--- config.mk ---
export PLATFORM = sky130hd
export DESIGN_NAME = iop_port_bank
export DESIGN_NICKNAME = d
export VERILOG_FILES = /design/src/iop_port_bank.v
export VERILOG_INCLUDE_DIRS = /design/src /design/src/src
export SDC_FILE = /design/constraint.sdc
export NUM_CORES = 1
export LEC_CHECK = 0
export ABC_CLOCK_PERIOD_IN_PS = 13300
export BUFFER_PORTS_ARGS = -buffer_cell sky130_fd_sc_hd__buf_2
export CORE_AREA = 2 2 218 220
export CTS_CLUSTER_SIZE = 10
export DETAILED_ROUTE_END_ITERATION = 16
export DIE_AREA = 0 0 220 222
export PLACE_DENSITY = 0.72
export SYNTH_ARGS = -nofsm -noshare
export SYNTH_HDL_FRONTEND = slang
export SYNTH_SLANG_ARGS = --single-unit
--- constraint.sdc ---
create_clock -name ref_clk -period 13.3 [get_ports ref_clk]
set_input_delay 1.33 -clock ref_clk [delete_from_list [all_inputs] [get_ports ref_clk]]
set_output_delay 1.33 -clock ref_clk [all_outputs]
set_load 0.02 [all_outputs]
--- src/iop_defs.vh ---
// Constants for the remappable GPIO port bank.
// Included by the design module; definitions only.
`ifndef IOP_DEFS_VH
`define IOP_DEFS_VH
`define IOP_OFF_F_DIR     12'h510
`define IOP_OFF_F_PORT    12'h520
`define IOP_OFF_F_LAT     12'h530
`define IOP_OFF_F_ODC     12'h540
`define IOP_OFF_F_PU      12'h550
`define IOP_OFF_F_PD      12'h560
`define IOP_OFF_F_CNCTL   12'h570
`define IOP_OFF_F_CNEN    12'h580
`define IOP_OFF_F_CNSTAT  12'h590
`define IOP_OFF_F_CNNE    12'h5A0
`define IOP_OFF_F_CNFLAG  12'h5B0
`define IOP_OFF_F_SR0     12'h5C0
`define IOP_OFF_F_SR1     12'h5D0
`define IOP_OFF_J_PORT_J_ANALOG_SELECT   12'h800
`define IOP_OFF_J_DIR     12'h810
`define IOP_OFF_J_PORT    12'h820
`define IOP_OFF_J_LAT     12'h830
`define IOP_OFF_J_ODC     12'h840
`define IOP_OFF_J_PU      12'h850
`define IOP_OFF_J_PD      12'h860
`define IOP_OFF_J_CNCTL   12'h870
`define IOP_OFF_J_CNEN    12'h880
`define IOP_OFF_J_CNSTAT  12'h890
`define IOP_OFF_J_CNNE    12'h8A0
`define IOP_OFF_J_CNFLAG  12'h8B0
`define IOP_OFF_SYSCFG    12'h900
`define IOP_OFF_UNLOCK    12'h910
`define IOP_OFF_OSEL_BASE 12'hA00
`define IOP_OFF_ISEL_BASE 12'hB00
`define IOP_ALIAS_CLR     2'd1
`define IOP_ALIAS_SET     2'd2
`define IOP_ALIAS_INV     2'd3
`define IOP_MASK_F        32'h0000_003B
`define IOP_MASK_J        32'h0000_0B17
`define IOP_MASK_PORT_J_ANALOG_SELECT    32'h0000_0B00
`define IOP_MASK_SR       32'h0000_0003
`define IOP_MASK_CNCTL    32'h0000_8800
`define IOP_MASK_SEL      32'h0000_000F
`define IOP_RST_F_DIR     32'h0000_003B
`define IOP_RST_J_DIR     32'h0000_0B17
`define IOP_RST_PORT_J_ANALOG_SELECT     32'h0000_0B00
`define IOP_RST_ZERO      32'h0000_0000
`define IOP_LOCK_BIT      13
`define IOP_ONEWAY_BIT    29
`define IOP_KEY1          32'hAA99_6655
`define IOP_KEY2          32'h5566_99AA
`define IOP_CN_ON_BIT     15
`define IOP_CN_EDGE_BIT   11
`endif

--- src/iop_port_bank.v ---
// GPIO port bank F and J with output/input peripheral remap and lock.
// Assumes Avalon-MM master on ref_clk; pins and peripheral inputs synchronous.
// How it works
// - Each remappable pin has a 4-bit output select choosing its peripheral.
// - Output select resets to zero, meaning no peripheral drives the pin.
// - Select writes while locked complete normally but change nothing.
// - Lock sits at bit 13 of system config; set blocks, clear permits.
// - Lock bit changes only on reset or on the first system config write after the two-word unlock sequence.
// - One-way option bit 29 keeps lock set until device reset.
// - One-way option defaults to set when unprogrammed.
// - Every writable port register has clear, set, invert aliases at +4, +8, +C; change status is read-only.
// - Unimplemented bits read zero; pin read and latch not reset.
// - Input select bits 3..0 pick the source pin; upper bits zero.
// - Output select field bits 3..0, reset zero, upper bits zero.
`timescale 1ns/1ps
`default_nettype none
`include "iop_defs.vh"
module iop_port_bank #(
   parameter NUM_OSEL  = 6,
   parameter NUM_ISEL  = 4,
   parameter NUM_PERIPH = 15,
   parameter [31:0] DEVCFG_DEFAULT = 32'hFFFF_FFFF
) (
   // Clock and reset
   input  wire                    ref_clk,
   input  wire                    rst,
   // Avalon-MM slave
   input  wire [11:0]             address,
   input  wire                    read,
   input  wire                    write,
   input  wire [31:0]             writedata,
   input  wire [3:0]              byteenable,
   output reg  [31:0]             readdata,
   output wire                    waitrequest,
   // Device configuration word
   input  wire [31:0]             devCfgWord,
   // Pins, port F and port J
   input  wire [31:0]             pinInF,
   input  wire [31:0]             pinInJ,
   output wire [31:0]             pinOutF,
   output wire [31:0]             pinOeF,
   output wire [31:0]             pinOutJ,
   output wire [31:0]             pinOeJ,
   output wire [31:0]             pullUpF,
   output wire [31:0]             pullDownF,
   output wire [31:0]             pullUpJ,
   output wire [31:0]             pullDownJ,
   output wire [31:0]             slew0F,
   output wire [31:0]             slew1F,
   output wire [31:0]             analogJ,
   // Peripheral remap
   input  wire [NUM_PERIPH*1-1:0] periphOut,
   output wire [NUM_ISEL-1:0]     periphIn,
   output wire                    remapLocked
);
   // Remappable pins are port F bits 0,1,3,4,5 and J bit 0 in this order
   localparam RP_W = 4;

   reg  [31:0] dirF, port_f_output_latch, port_f_open_drain, puF, pdF, cnCtlF, port_f_change_enable, port_f_change_status, port_f_falling_enable, cnFlagF, sr0F, sr1F;
   reg  [31:0] anselJ, dirJ, port_j_output_latch, port_j_open_drain, puJ, pdJ, cnCtlJ, port_j_change_enable, port_j_change_status, port_j_falling_enable, cnFlagJ;
   reg  [RP_W-1:0] oSel [0:NUM_OSEL-1];
   reg  [RP_W-1:0] iSel [0:NUM_ISEL-1];
   reg         lockBit;
   reg         oneWay;
   reg         oneWayLoaded;
   reg  [1:0]  unlockStep;
   reg  [31:0] prevF, prevJ;
   reg         ackPend;
   reg  [31:0] next_readdata;

   wire [11:0] baseAddr = {address[11:4], 4'h0};
   wire [1:0]  aliasSel = address[3:2];
   wire [31:0] beMask   = {{8{byteenable[3]}}, {8{byteenable[2]}}, {8{byteenable[1]}}, {8{byteenable[0]}}};
   wire        wrEn     = write & ~ackPend;
   wire        rdEn     = read & ~ackPend;

   // One wait cycle keeps read data registered
   assign waitrequest = (read | write) & ~ackPend;

   always @(posedge ref_clk or posedge rst) begin
      if (rst)
         ackPend <= 1'b0;
      else
         ackPend <= (read | write) & ~ackPend;
   end

   // Alias arithmetic on one register
   function [31:0] aliasWrite;
      input [31:0] cur;
      input [31:0] wd;
      input [1:0]  al;
      input [31:0] msk;
      input [31:0] bm;
      reg   [31:0] v;
      begin
         v = wd & bm;
         if (al == `IOP_ALIAS_CLR)
            aliasWrite = cur & ~(v & msk);
         else if (al == `IOP_ALIAS_SET)
            aliasWrite = cur | (v & msk);
         else if (al == `IOP_ALIAS_INV)
            aliasWrite = cur ^ (v & msk);
         else
            aliasWrite = ((cur & ~bm) | v) & msk;
      end
   endfunction

   // Select fields are 4 bits wide; the cut to the field is made here on purpose
   function [RP_W-1:0] selWrite;
      input [RP_W-1:0] cur;
      input [31:0]     wd;
      input [1:0]      al;
      input [31:0]     bm;
      reg   [31:0]     t;
      begin
         t        = aliasWrite({28'h0, cur}, wd, al, `IOP_MASK_SEL, bm);
         selWrite = t[RP_W-1:0];
      end
   endfunction

   // Strap is caught after reset release, never inside the async branch
   always @(posedge ref_clk or posedge rst) begin
      if (rst) begin
         oneWay       <= 1'b1;
         oneWayLoaded <= 1'b0;
      end else if (!oneWayLoaded) begin
         oneWay       <= devCfgWord[`IOP_ONEWAY_BIT];
         oneWayLoaded <= 1'b1;
      end
   end

   // Lock and unlock key sequence
   wire wrSys    = wrEn && baseAddr == `IOP_OFF_SYSCFG;
   wire [31:0] sysNew = aliasWrite({18'h0, lockBit, 13'h0}, writedata, aliasSel, 32'h0000_2000, beMask);
   wire lockReq  = sysNew[`IOP_LOCK_BIT];
   always @(posedge ref_clk or posedge rst) begin
      if (rst) begin
         lockBit    <= 1'b0;
         unlockStep <= 2'd0;
      end else if (wrEn && address == `IOP_OFF_UNLOCK) begin
         if (writedata == `IOP_KEY1)
            unlockStep <= 2'd1;
         else if (writedata == `IOP_KEY2 && unlockStep == 2'd1)
            unlockStep <= 2'd2;
         else
            unlockStep <= 2'd0;
      end else if (wrSys) begin
         unlockStep <= 2'd0;
         if (unlockStep == 2'd2) begin
            if (!(lockBit && oneWay && !lockReq))
               lockBit <= lockReq;
         end
      end
   end
   assign remapLocked = lockBit;

   // Remap select registers
   integer k;
   always @(posedge ref_clk or posedge rst) begin
      if (rst) begin
         for (k = 0; k < NUM_OSEL; k = k + 1)
            oSel[k] <= {RP_W{1'b0}};
         for (k = 0; k < NUM_ISEL; k = k + 1)
            iSel[k] <= {RP_W{1'b0}};
      end else if (wrEn && !lockBit) begin
         for (k = 0; k < NUM_OSEL; k = k + 1)
            if (baseAddr == `IOP_OFF_OSEL_BASE + k[7:0] * 8'h10)
               oSel[k] <= selWrite(oSel[k], writedata, aliasSel, beMask);
         for (k = 0; k < NUM_ISEL; k = k + 1)
            if (baseAddr == `IOP_OFF_ISEL_BASE + k[7:0] * 8'h10)
               iSel[k] <= selWrite(iSel[k], writedata, aliasSel, beMask);
      end
   end

   // Port registers
   wire [31:0] mF = `IOP_MASK_F;
   wire [31:0] mJ = `IOP_MASK_J;
   always @(posedge ref_clk or posedge rst) begin
      if (rst) begin
         dirF <= `IOP_RST_F_DIR;
         port_f_open_drain <= `IOP_RST_ZERO;
         puF <= `IOP_RST_ZERO;
         pdF <= `IOP_RST_ZERO;
         cnCtlF <= `IOP_RST_ZERO;
         port_f_change_enable <= `IOP_RST_ZERO;
         port_f_falling_enable <= `IOP_RST_ZERO;
         sr0F <= `IOP_RST_ZERO;
         sr1F <= `IOP_RST_ZERO;
         anselJ <= `IOP_RST_PORT_J_ANALOG_SELECT;
         dirJ <= `IOP_RST_J_DIR;
         port_j_open_drain <= `IOP_RST_ZERO;
         puJ <= `IOP_RST_ZERO;
         pdJ <= `IOP_RST_ZERO;
         cnCtlJ <= `IOP_RST_ZERO;
         port_j_change_enable <= `IOP_RST_ZERO;
         port_j_falling_enable <= `IOP_RST_ZERO;
      end else if (wrEn) begin
         // Masks keep unimplemented bits at zero on every write
         if (baseAddr == `IOP_OFF_F_DIR)        dirF   <= aliasWrite(dirF, writedata, aliasSel, mF, beMask);
         else if (baseAddr == `IOP_OFF_F_ODC)   port_f_open_drain   <= aliasWrite(port_f_open_drain, writedata, aliasSel, mF, beMask);
         else if (baseAddr == `IOP_OFF_F_PU)    puF    <= aliasWrite(puF, writedata, aliasSel, mF, beMask);
         else if (baseAddr == `IOP_OFF_F_PD)    pdF    <= aliasWrite(pdF, writedata, aliasSel, mF, beMask);
         else if (baseAddr == `IOP_OFF_F_CNCTL) cnCtlF <= aliasWrite(cnCtlF, writedata, aliasSel, `IOP_MASK_CNCTL, beMask);
         else if (baseAddr == `IOP_OFF_F_CNEN)  port_f_change_enable  <= aliasWrite(port_f_change_enable, writedata, aliasSel, mF, beMask);
         else if (baseAddr == `IOP_OFF_F_CNNE)  port_f_falling_enable  <= aliasWrite(port_f_falling_enable, writedata, aliasSel, mF, beMask);
         else if (baseAddr == `IOP_OFF_F_SR0)   sr0F   <= aliasWrite(sr0F, writedata, aliasSel, `IOP_MASK_SR, beMask);
         else if (baseAddr == `IOP_OFF_F_SR1)   sr1F   <= aliasWrite(sr1F, writedata, aliasSel, `IOP_MASK_SR, beMask);
         else if (baseAddr == `IOP_OFF_J_PORT_J_ANALOG_SELECT) anselJ <= aliasWrite(anselJ, writedata, aliasSel, `IOP_MASK_PORT_J_ANALOG_SELECT, beMask);
         else if (baseAddr == `IOP_OFF_J_DIR)   dirJ   <= aliasWrite(dirJ, writedata, aliasSel, mJ, beMask);
         else if (baseAddr == `IOP_OFF_J_ODC)   port_j_open_drain   <= aliasWrite(port_j_open_drain, writedata, aliasSel, mJ, beMask);
         else if (baseAddr == `IOP_OFF_J_PU)    puJ    <= aliasWrite(puJ, writedata, aliasSel, mJ, beMask);
         else if (baseAddr == `IOP_OFF_J_PD)    pdJ    <= aliasWrite(pdJ, writedata, aliasSel, mJ, beMask);
         else if (baseAddr == `IOP_OFF_J_CNCTL) cnCtlJ <= aliasWrite(cnCtlJ, writedata, aliasSel, `IOP_MASK_CNCTL, beMask);
         else if (baseAddr == `IOP_OFF_J_CNEN)  port_j_change_enable  <= aliasWrite(port_j_change_enable, writedata, aliasSel, mJ, beMask);
         else if (baseAddr == `IOP_OFF_J_CNNE)  port_j_falling_enable  <= aliasWrite(port_j_falling_enable, writedata, aliasSel, mJ, beMask);
      end
   end

   // Latches have no reset: contents undefined after reset
   always @(posedge ref_clk) begin
      if (wrEn && (baseAddr == `IOP_OFF_F_LAT || baseAddr == `IOP_OFF_F_PORT))
         port_f_output_latch <= aliasWrite(port_f_output_latch, writedata, aliasSel, mF, beMask);
      if (wrEn && (baseAddr == `IOP_OFF_J_LAT || baseAddr == `IOP_OFF_J_PORT))
         port_j_output_latch <= aliasWrite(port_j_output_latch, writedata, aliasSel, mJ, beMask);
   end

   // Change notice: mismatch or edge mode; hardware set wins over software clear
   wire [31:0] pinF = pinInF & mF;
   wire [31:0] pinJ = pinInJ & mJ;
   wire [31:0] chgF = cnCtlF[`IOP_CN_EDGE_BIT] ? ((pinF & ~prevF & port_f_change_enable) | (~pinF & prevF & port_f_falling_enable))
                                               : ((pinF ^ prevF) & port_f_change_enable);
   wire [31:0] chgJ = cnCtlJ[`IOP_CN_EDGE_BIT] ? ((pinJ & ~prevJ & port_j_change_enable) | (~pinJ & prevJ & port_j_falling_enable))
                                               : ((pinJ ^ prevJ) & port_j_change_enable);
   wire [31:0] evF  = cnCtlF[`IOP_CN_ON_BIT] ? chgF : 32'h0000_0000;
   wire [31:0] evJ  = cnCtlJ[`IOP_CN_ON_BIT] ? chgJ : 32'h0000_0000;
   wire [31:0] flgWrF = (wrEn && baseAddr == `IOP_OFF_F_CNFLAG) ?
                        aliasWrite(cnFlagF, writedata, aliasSel, mF, beMask) : cnFlagF;
   wire [31:0] flgWrJ = (wrEn && baseAddr == `IOP_OFF_J_CNFLAG) ?
                        aliasWrite(cnFlagJ, writedata, aliasSel, mJ, beMask) : cnFlagJ;
   always @(posedge ref_clk or posedge rst) begin
      if (rst) begin
         prevF <= `IOP_RST_ZERO;
         prevJ <= `IOP_RST_ZERO;
         port_f_change_status <= `IOP_RST_ZERO;
         port_j_change_status <= `IOP_RST_ZERO;
         cnFlagF <= `IOP_RST_ZERO;
         cnFlagJ <= `IOP_RST_ZERO;
      end else begin
         prevF <= pinF;
         prevJ <= pinJ;
         port_f_change_status <= (port_f_change_status | evF) & mF;
         port_j_change_status <= (port_j_change_status | evJ) & mJ;
         if (rdEn && baseAddr == `IOP_OFF_F_PORT) port_f_change_status <= evF;
         if (rdEn && baseAddr == `IOP_OFF_J_PORT) port_j_change_status <= evJ;
         cnFlagF <= flgWrF | evF;
         cnFlagJ <= flgWrJ | evJ;
      end
   end

   // Output mux: remapped peripheral replaces latch when select nonzero
   wire [31:0] rpMapF = {26'h0, 1'b1, 1'b1, 1'b1, 1'b0, 1'b1, 1'b1};
   wire [NUM_OSEL-1:0] rpDrv;
   wire [NUM_OSEL-1:0] rpVal;
   genvar g;
   generate
      for (g = 0; g < NUM_OSEL; g = g + 1) begin : gOut
         assign rpDrv[g] = (oSel[g] != 4'h0) && (oSel[g] <= NUM_PERIPH);
         assign rpVal[g] = rpDrv[g] ? periphOut[oSel[g] - 4'h1] : 1'b0;
      end
   endgenerate
   wire [31:0] remF  = {26'h0, rpVal[4], rpVal[3], rpVal[2], 1'b0, rpVal[1], rpVal[0]};
   wire [31:0] remFe = {26'h0, rpDrv[4], rpDrv[3], rpDrv[2], 1'b0, rpDrv[1], rpDrv[0]} & rpMapF;
   wire [31:0] remJ  = {31'h0, rpVal[5]};
   wire [31:0] remJe = {31'h0, rpDrv[5]};
   wire [31:0] valF  = (remFe & remF) | (~remFe & port_f_output_latch);
   wire [31:0] valJ  = (remJe & remJ) | (~remJe & port_j_output_latch);
   // Open drain releases on a one; enable low means driving
   assign pinOutF = valF & mF & ~port_f_open_drain;
   assign pinOeF  = ~(mF & ~dirF & ~(port_f_open_drain & valF));
   assign pinOutJ = valJ & mJ & ~port_j_open_drain;
   assign pinOeJ  = ~(mJ & ~dirJ & ~anselJ & ~(port_j_open_drain & valJ));
   assign pullUpF = puF;
   assign pullDownF = pdF;
   assign pullUpJ = puJ;
   assign pullDownJ = pdJ;
   assign slew0F = sr0F;
   assign slew1F = sr1F;
   assign analogJ = anselJ;

   // Input remap: source order F0,F1,F3,F4,F5,J0,J1,J2,J4
   wire [15:0] inSrc = {7'h0, pinJ[4], pinJ[2], pinJ[1], pinJ[0], pinF[5], pinF[4], pinF[3], pinF[1], pinF[0]};
   generate
      for (g = 0; g < NUM_ISEL; g = g + 1) begin : gIn
         assign periphIn[g] = inSrc[iSel[g]];
      end
   endgenerate

   // Read decode
   integer r;
   always @* begin
      next_readdata = `IOP_RST_ZERO;
      if (baseAddr == `IOP_OFF_F_DIR) next_readdata = dirF;
      else if (baseAddr == `IOP_OFF_F_PORT) next_readdata = pinF;
      else if (baseAddr == `IOP_OFF_F_LAT) next_readdata = port_f_output_latch & mF;
      else if (baseAddr == `IOP_OFF_F_ODC) next_readdata = port_f_open_drain;
      else if (baseAddr == `IOP_OFF_F_PU) next_readdata = puF;
      else if (baseAddr == `IOP_OFF_F_PD) next_readdata = pdF;
      else if (baseAddr == `IOP_OFF_F_CNCTL) next_readdata = cnCtlF;
      else if (baseAddr == `IOP_OFF_F_CNEN) next_readdata = port_f_change_enable;
      else if (baseAddr == `IOP_OFF_F_CNSTAT) next_readdata = port_f_change_status;
      else if (baseAddr == `IOP_OFF_F_CNNE) next_readdata = port_f_falling_enable;
      else if (baseAddr == `IOP_OFF_F_CNFLAG) next_readdata = cnFlagF;
      else if (baseAddr == `IOP_OFF_F_SR0) next_readdata = sr0F;
      else if (baseAddr == `IOP_OFF_F_SR1) next_readdata = sr1F;
      else if (baseAddr == `IOP_OFF_J_PORT_J_ANALOG_SELECT) next_readdata = anselJ;
      else if (baseAddr == `IOP_OFF_J_DIR) next_readdata = dirJ;
      else if (baseAddr == `IOP_OFF_J_PORT) next_readdata = pinJ;
      else if (baseAddr == `IOP_OFF_J_LAT) next_readdata = port_j_output_latch & mJ;
      else if (baseAddr == `IOP_OFF_J_ODC) next_readdata = port_j_open_drain;
      else if (baseAddr == `IOP_OFF_J_PU) next_readdata = puJ;
      else if (baseAddr == `IOP_OFF_J_PD) next_readdata = pdJ;
      else if (baseAddr == `IOP_OFF_J_CNCTL) next_readdata = cnCtlJ;
      else if (baseAddr == `IOP_OFF_J_CNEN) next_readdata = port_j_change_enable;
      else if (baseAddr == `IOP_OFF_J_CNSTAT) next_readdata = port_j_change_status;
      else if (baseAddr == `IOP_OFF_J_CNNE) next_readdata = port_j_falling_enable;
      else if (baseAddr == `IOP_OFF_J_CNFLAG) next_readdata = cnFlagJ;
      else if (baseAddr == `IOP_OFF_SYSCFG) next_readdata = {18'h0, lockBit, 13'h0};
      for (r = 0; r < NUM_OSEL; r = r + 1)
         if (baseAddr == `IOP_OFF_OSEL_BASE + r[7:0] * 8'h10)
            next_readdata = {28'h0, oSel[r]};
      for (r = 0; r < NUM_ISEL; r = r + 1)
         if (baseAddr == `IOP_OFF_ISEL_BASE + r[7:0] * 8'h10)
            next_readdata = {28'h0, iSel[r]};
   end

   always @(posedge ref_clk or posedge rst) begin
      if (rst)
         readdata <= `IOP_RST_ZERO;
      else if (rdEn)
         readdata <= next_readdata;
   end
endmodule // iop_port_bank
`default_nettype wire

==> results of run 1 <==
## logic make-up after synthesis
family                   count (synthesis)  share of synthesized area (%)
flip-flops                             189                           22.0
buffers and inverters                  649                           16.8
AO/OA/AOI/OAI                          721                           19.6
adder cells (fa/ha/maj)                332                           19.0
AND/OR/NAND/NOR                        747                           16.6
multiplexers                            69                           5.43
other                                    2                         0.0344
XOR/XNOR                                12                          0.482
## power by group through the flow
stage	sequential, W	combinational, W	clock, W
detailed placement	0.000634	0.000458	0
CTS	0.000623	0.000461	0.000549
global placement	0.000633	0.000440	0
global route	0.000626	0.000515	0.000570
floorplan	0.000631	0.000391	0
finish	0.000624	0.000471	0.000546
## path summary, 6_finish.rpt
check | from | endpoint | slack [ps] | cells after the start
max | oSel[4] | pinOeF[5] | 8370 | 8
max reg2reg | ackPend | dirF[1] | 10390 | 5
max in group asynchronous | rst | readdata[11] | 10750 | 3
min reg2reg | readdata[5] | readdata[5] | 480 | 1
min in group asynchronous | rst | pullUpF[0] | 1020 | 2
min | readdata[5] | readdata[5] | 480 | 1
## layout make-up
cell class                 instances  area, sq um
multi-input combinational       2179        14500
inverter                         179          679
antenna                            3         7.51
clock buffer                      19          454
tap                              607          759
sequential                       189         4810
fill                            4518        23900
timing repair buffer             196         1080
clock inverter                    13          128
## registers in the layout, indices dropped and copies added (netlist names), 7 cells and up
signal	flops
oSel	24
iSel	16
readdata	12
cnFlagJ	7
dirJ	7
port_j_change_enable	7
port_j_change_status	7
port_j_falling_enable	7
port_j_open_drain	7
port_j_output_latch	7
prevJ	7
pullDownJ	7
pullUpJ	7
## metal layers
metal / vias up / GRT usage (%) / routed length, microns
met4: 6 / 17.0 / 4440
li1: 9000 / - / -
met3: 249 / 6.15 / 7690
met5: - / 0 / 44
met1: 9741 / 39.4 / 29700
met2: 1226 / 46.2 / 33700
## layout by cell type (no fill, tap or decap), types with 11 or more instances in the layout
cell / n
ha_1: 332
conb_1: 298
a21oi_1: 262
nand2_1: 259
o21ai_0: 205
inv_1: 177
buf_2: 168
dfrtp_1: 161
nor2_1: 142
a211oi_1: 118
nor3_1: 101
nor2b_1: 96
nand3_1: 60
mux4_2: 39
mux2i_1: 26
buf_4: 25
o211ai_1: 19
clkbuf_16: 18
nand2b_1: 16
o22ai_1: 16
dfstp_2: 16
o31ai_1: 15
nor4bb_1: 13
nand4_1: 12
a31oi_1: 12
edfxtp_1: 12
a22oi_1: 11
xnor2_1: 11
## through the flow
step	area, sq um	setup slack [ps]	util (%)
after global placement	21800	8650	47.1
after floorplan	22900	7190	-
final	22400	8370	48.4
after CTS	22400	8430	48.4
after detailed placement	21800	8600	47.1
after global routing	22400	8280	48.4
==> flow_summary.json, run 1 <==
{
  "max_slew_margin_pct": 3.67,
  "instances_no_fill": 3385,
  "fin_crit_sh_pct": 37.1,
  "chipHeight_microns": 222,
  "vias_per_cell": 5.97,
  "cts-hold-fix-buffers": 0,
  "power.share.combinational_pct": 28.7,
  "p_sw_w": 0.000638,
  "die_area_sq_um": 48800,
  "numPortBuffers": 170,
  "path_clk_slew_ps": 80,
  "critPathSlowestCell": "dfrtp_1",
  "critPathMaxStageDelay_ps": 630,
  "clock_path_buffers": 2,
  "syn_avg_cell_area_sq_um": 8.02,
  "cts_root_buf": "clkbuf_16",
  "critPathLaunchType": "flop",
  "cts_num_sinks": 189,
  "cts_tree": "built",
  "worstMarginPinSlew_ps": 1440,
  "ys_top_cells_by_area": "ha_1 19%, dfrtp_1 18%, buf_4 11%",
  "critPathArrivalTime_ps": 3600,
  "grt_overflow": 0,
  "min_period_ps": 4930,
  "switching_share_pct": 38.9,
  "first_global_vias": 19100,
  "end_kind": "output pin",
  "fin_hold_ws_ps": 483,
  "synthCells": 2721,
  "timing.fmax_ghz": 0.203,
  "crit_family": "compound AO/OA/AOI/OAI gates",
  "pwr-share-seq_pct": 38.0,
  "drt-wirelength-per-cell_microns": 22.3,
  "ys_async_sr_fraction_pct": 93.7,
  "fin_nets": 3257,
  "report.final.slew_viol_count": 0,
  "netlist_area_sq_um": 21800,
  "clk_latency_ps": 480,
  "criticalPathCategory": "reg2out",
  "leakage_nw": 10.7,
  "drive_gt1_share_pct": 11.1,
  "hp-class": "reg2reg",
  "synthFlopType": "dfrtp_1",
  "grt_setup_unrepaired": "no",
  "hold_viol_final": 0,
  "p_total_w": 0.00164,
  "yosysUniqueCellTypes": 79,
  "core_sq_um": 46300,
  "yosysTopAreaCellShare_pct": 19.0,
  "required_ps": 11970,
  "synth_seq_cells": 189,
  "synth_warnings": 0,
  "setup_viol": 0,
  "drtIter0Drc": 2081,
  "dieWidth_microns": 220,
  "ant_nets": 0,
  "synth_area_leader_cell": "ha_1",
  "post_cts_buffers": 0,
  "status": "complete, no violations",
  "worstPathBufferInverterCount": 2,
  "synth_edf_count": 12,
  "cts_buffers": 17,
  "antenna_found_initial": 7,
  "place.gp.congestion": 0.960,
  "grt.total_usage_pct": 30.2,
  "drc": 0,
  "wl_microns": 75500,
  "power_density_nw_per_um2": 73.3,
  "io_pins": 553,
  "grt_pass1_wl_microns": 113000,
  "finClkSkew_ps": 13.8,
  "intPower_w": 0.00100,
  "synth_common_cells": "332 x ha_1, 317 x buf_4, 263 x a21oi_1, 261 x nand2_1, 205 x o21ai_0",
  "syn_to_final_growth_pct": 2.62,
  "dp_hpwl_microns": 52500,
  "cts.htree.levels": 4,
  "seq_area_frac_synth_pct": 22.0,
  "ir_drop_v": 0.0000803,
  "std_cell_rows": 79,
  "finalSetupTns_ps": 0,
  "drt_pass1_iterations": 7,
  "pwr-share-clk_pct": 33.3,
  "cts_resized": 0,
  "num_vias": 20200,
  "worstPathMaxFanout": 9,
  "yosysMostFrequentCell": "ha_1",
  "initial_core_util_pct": 47.2,
  "grt_start_max_net_pins": 245,
  "cap_violations": 0,
  "crit_chain": "inv_1 > ha_1 > xor2_1 > mux4_2 > and4b_1 > a311oi_1 > o21ai_0 > buf_2",
  "placed_cells": 3350
}
No activity file was read; power rests on OpenSTA's default activity.
==> run 2, diff against run 1 <==
Settings changed: ABC_CLOCK_PERIOD_IN_PS 13300 to 4400, CORE_AREA 2 2 218 220 to unset, CORE_MARGIN set to 2, CORE_UTILIZATION set to 50, DIE_AREA 0 0 220 222 to unset, PLACE_DENSITY 0.72 to 0.79.
Clock period 13.3 ns to 4.4 ns, I/O delays scaled along.
==> run 2 against run 1 <==
  * Via count increased by 1.4%
  * Worst hold slack lost 360 ps
  * Critical path depth did not move
  * Critical path type unchanged
  * Critical endpoint unchanged
  * Largest cell class unchanged
  * Largest power group unchanged
==> flow_summary.json, run 2 (synthesis results as in run 1) <==
{
  "status": "complete, no violations",
  "max_slew_margin_pct": 15.0,
  "intPower_w": 0.00307,
  "multi_input_area_sq_um": 14500,
  "clk_latency_ps": 480,
  "p_sw_w": 0.00191,
  "drt_pass1_iterations": 8,
  "drive_gt1_share_pct": 11.6,
  "pwr-share-clk_pct": 33.4,
  "final_common_cell": "ha_1",
  "cts.htree.levels": 4,
  "die_area_sq_um": 45300,
  "std_cell_rows": 76,
  "criticalPathCategory": "reg2out",
  "post_cts_buffers": 0,
  "finClkSkew_ps": 11.6,
  "routed-wl-met3_microns": 8570,
  "grt_setup_unrepaired": "no",
  "final-seq-area_sq_um": 4810,
  "worstMarginPinSlew_ps": 1270,
  "setup_viol": 0,
  "grt_pass1_wl_microns": 110000,
  "syn_to_final_growth_pct": 3.37,
  "pwr-share-seq_pct": 37.9,
  "min_period_ps": 3790,
  "largest_reg_flops": 24,
  "drt-wirelength-per-cell_microns": 21.9,
  "vias_per_cell": 6.05,
  "dp_hpwl_microns": 53700,
  "chipHeight_microns": 213,
  "core_sq_um": 43100,
  "cts_resized": 0,
  "end_kind": "output pin",
  "required_ps": 3960,
  "cts-hold-fix-buffers": 0,
  "grt.total_usage_pct": 32.0,
  "worstPathMaxFanout": 9,
  "nFillCells": 4104,
  "fin_nets": 3274,
  "hp-class": "in2reg",
  "finalSetupTns_ps": 0,
  "ant_nets": 0,
  "first_global_vias": 19200,
  "cts_root_buf": "clkbuf_16",
  "wl_microns": 74100,
  "met2WireLength_microns": 33600,
  "antenna_found_initial": 5,
  "drc": 0,
  "report.final.slew_viol_count": 0,
  "regMostFlops": "oSel",
  "initial_core_util_pct": 50.6,
  "dieWidth_microns": 213,
  "hold_viol_final": 0,
  "critPathLaunchType": "flop",
  "drtIter0Drc": 2522,
  "io_pins": 553,
  "reg.largest.list": "oSel: 24 flops, iSel: 16 flops, readdata: 12 flops",
  "place.gp.congestion": 0.984,
  "num_vias": 20500,
  "grt_start_max_net_pins": 179,
  "critPathArrivalTime_ps": 3350,
  "numPortBuffers": 170,
  "cap_violations": 0,
  "timing.fmax_ghz": 0.264,
  "wl_met1_microns": 27600,
  "ir_drop_v": 0.000204,
  "path_clk_slew_ps": 80,
  "power.share.combinational_pct": 28.7,
  "cts_buffers": 17,
  "clock_path_buffers": 2,
  "cts_num_sinks": 189,
  "grt_overflow": 0,
  "fin_crit_sh_pct": 86.2,
  "top_layer": "met4",
  "leakage_nw": 10.7,
  "power_density_nw_per_um2": 221,
  "p_total_w": 0.00499,
  "switching_share_pct": 38.4,
  "final_cell_mix": "332 x ha_1, 298 x conb_1, 262 x a21oi_1",
  "cts_tree": "built"
}
-- run 2: cell types whose count changed in the layout (fill, tap and decap cells not counted), moves of 3 or more --
cell / delta
clkinvlp_4: +3
buf_12: +4
buf_4: +13
diode_2: +6
-- run 2: final cells by class --
class / instances / area share, %
antenna: 9 / 0.0999
clock buffer: 19 / 1.96
tap: 585 / 3.25
timing repair buffer: 213 / 5.57
multi-input combinational: 2179 / 64.2
clock inverter: 13 / 0.616
inverter: 179 / 3.00
sequential: 189 / 21.3
-- run 2: path summary, 6_finish.rpt --
kind	startpoint	end	slack, ps	cells after the start
max	oSel[4]	pinOeF[5]	610	8
max in group asynchronous	rst	oneWay	3210	3
max reg2reg	ackPend	port_f_open_drain[3]	1810	7
min in group asynchronous	rst	pullUpF[1]	150	2
min reg2reg	readdata[13]	readdata[13]	470	2
min	pinInJ[11]	prevJ[11]	120	1
-- run 2: worst max-delay path, stage by stage, from the launching register on --
cell and delay [ps]:
dfrtp_1 640, inv_1 220, ha_1 260, xor2_1 350, mux4_2 360, and4b_1 210
a311oi_1 430, o21ai_0 200, buf_2 200
-- run 2: routing by layer --
layer  global-route usage (%)  vias up
met5                        0        -
met4                     19.2        0
met3                     7.35      295
met2                     49.9     1324
met1                     40.5     9845
li1                         -     9033
-- run 2: per-stage QoR --
| step | instance area, sq um | instances | worst slack (ps) | hold WS, ps | util [%] |
|---|---|---|---|---|---|
| finish | 22600 | 3386 | 608 | 122 | 52.3 |
| global route | 22500 | 3381 | 407 | 127 | 52.3 |
| CTS | 22500 | 3377 | 636 | 127 | 52.3 |
| detailed placement | 21900 | 3345 | 1150 | 456 | 50.9 |
| global placement | 21900 | 3345 | 1210 | 453 | 50.9 |
| floorplan | 22900 | 3017 | 1590 | 437 | - |
-- run 2: power by group through the flow --
| stage | registers (W) | clock network, W | logic [W] |
|---|---|---|---|
| CTS | 0.00189 | 0.00166 | 0.00139 |
| global route | 0.00189 | 0.00173 | 0.00156 |
| floorplan | 0.00191 | 0 | 0.00118 |
| global placement | 0.00192 | 0 | 0.00132 |
| finish | 0.00189 | 0.00167 | 0.00143 |
| detailed placement | 0.00192 | 0 | 0.00139 |
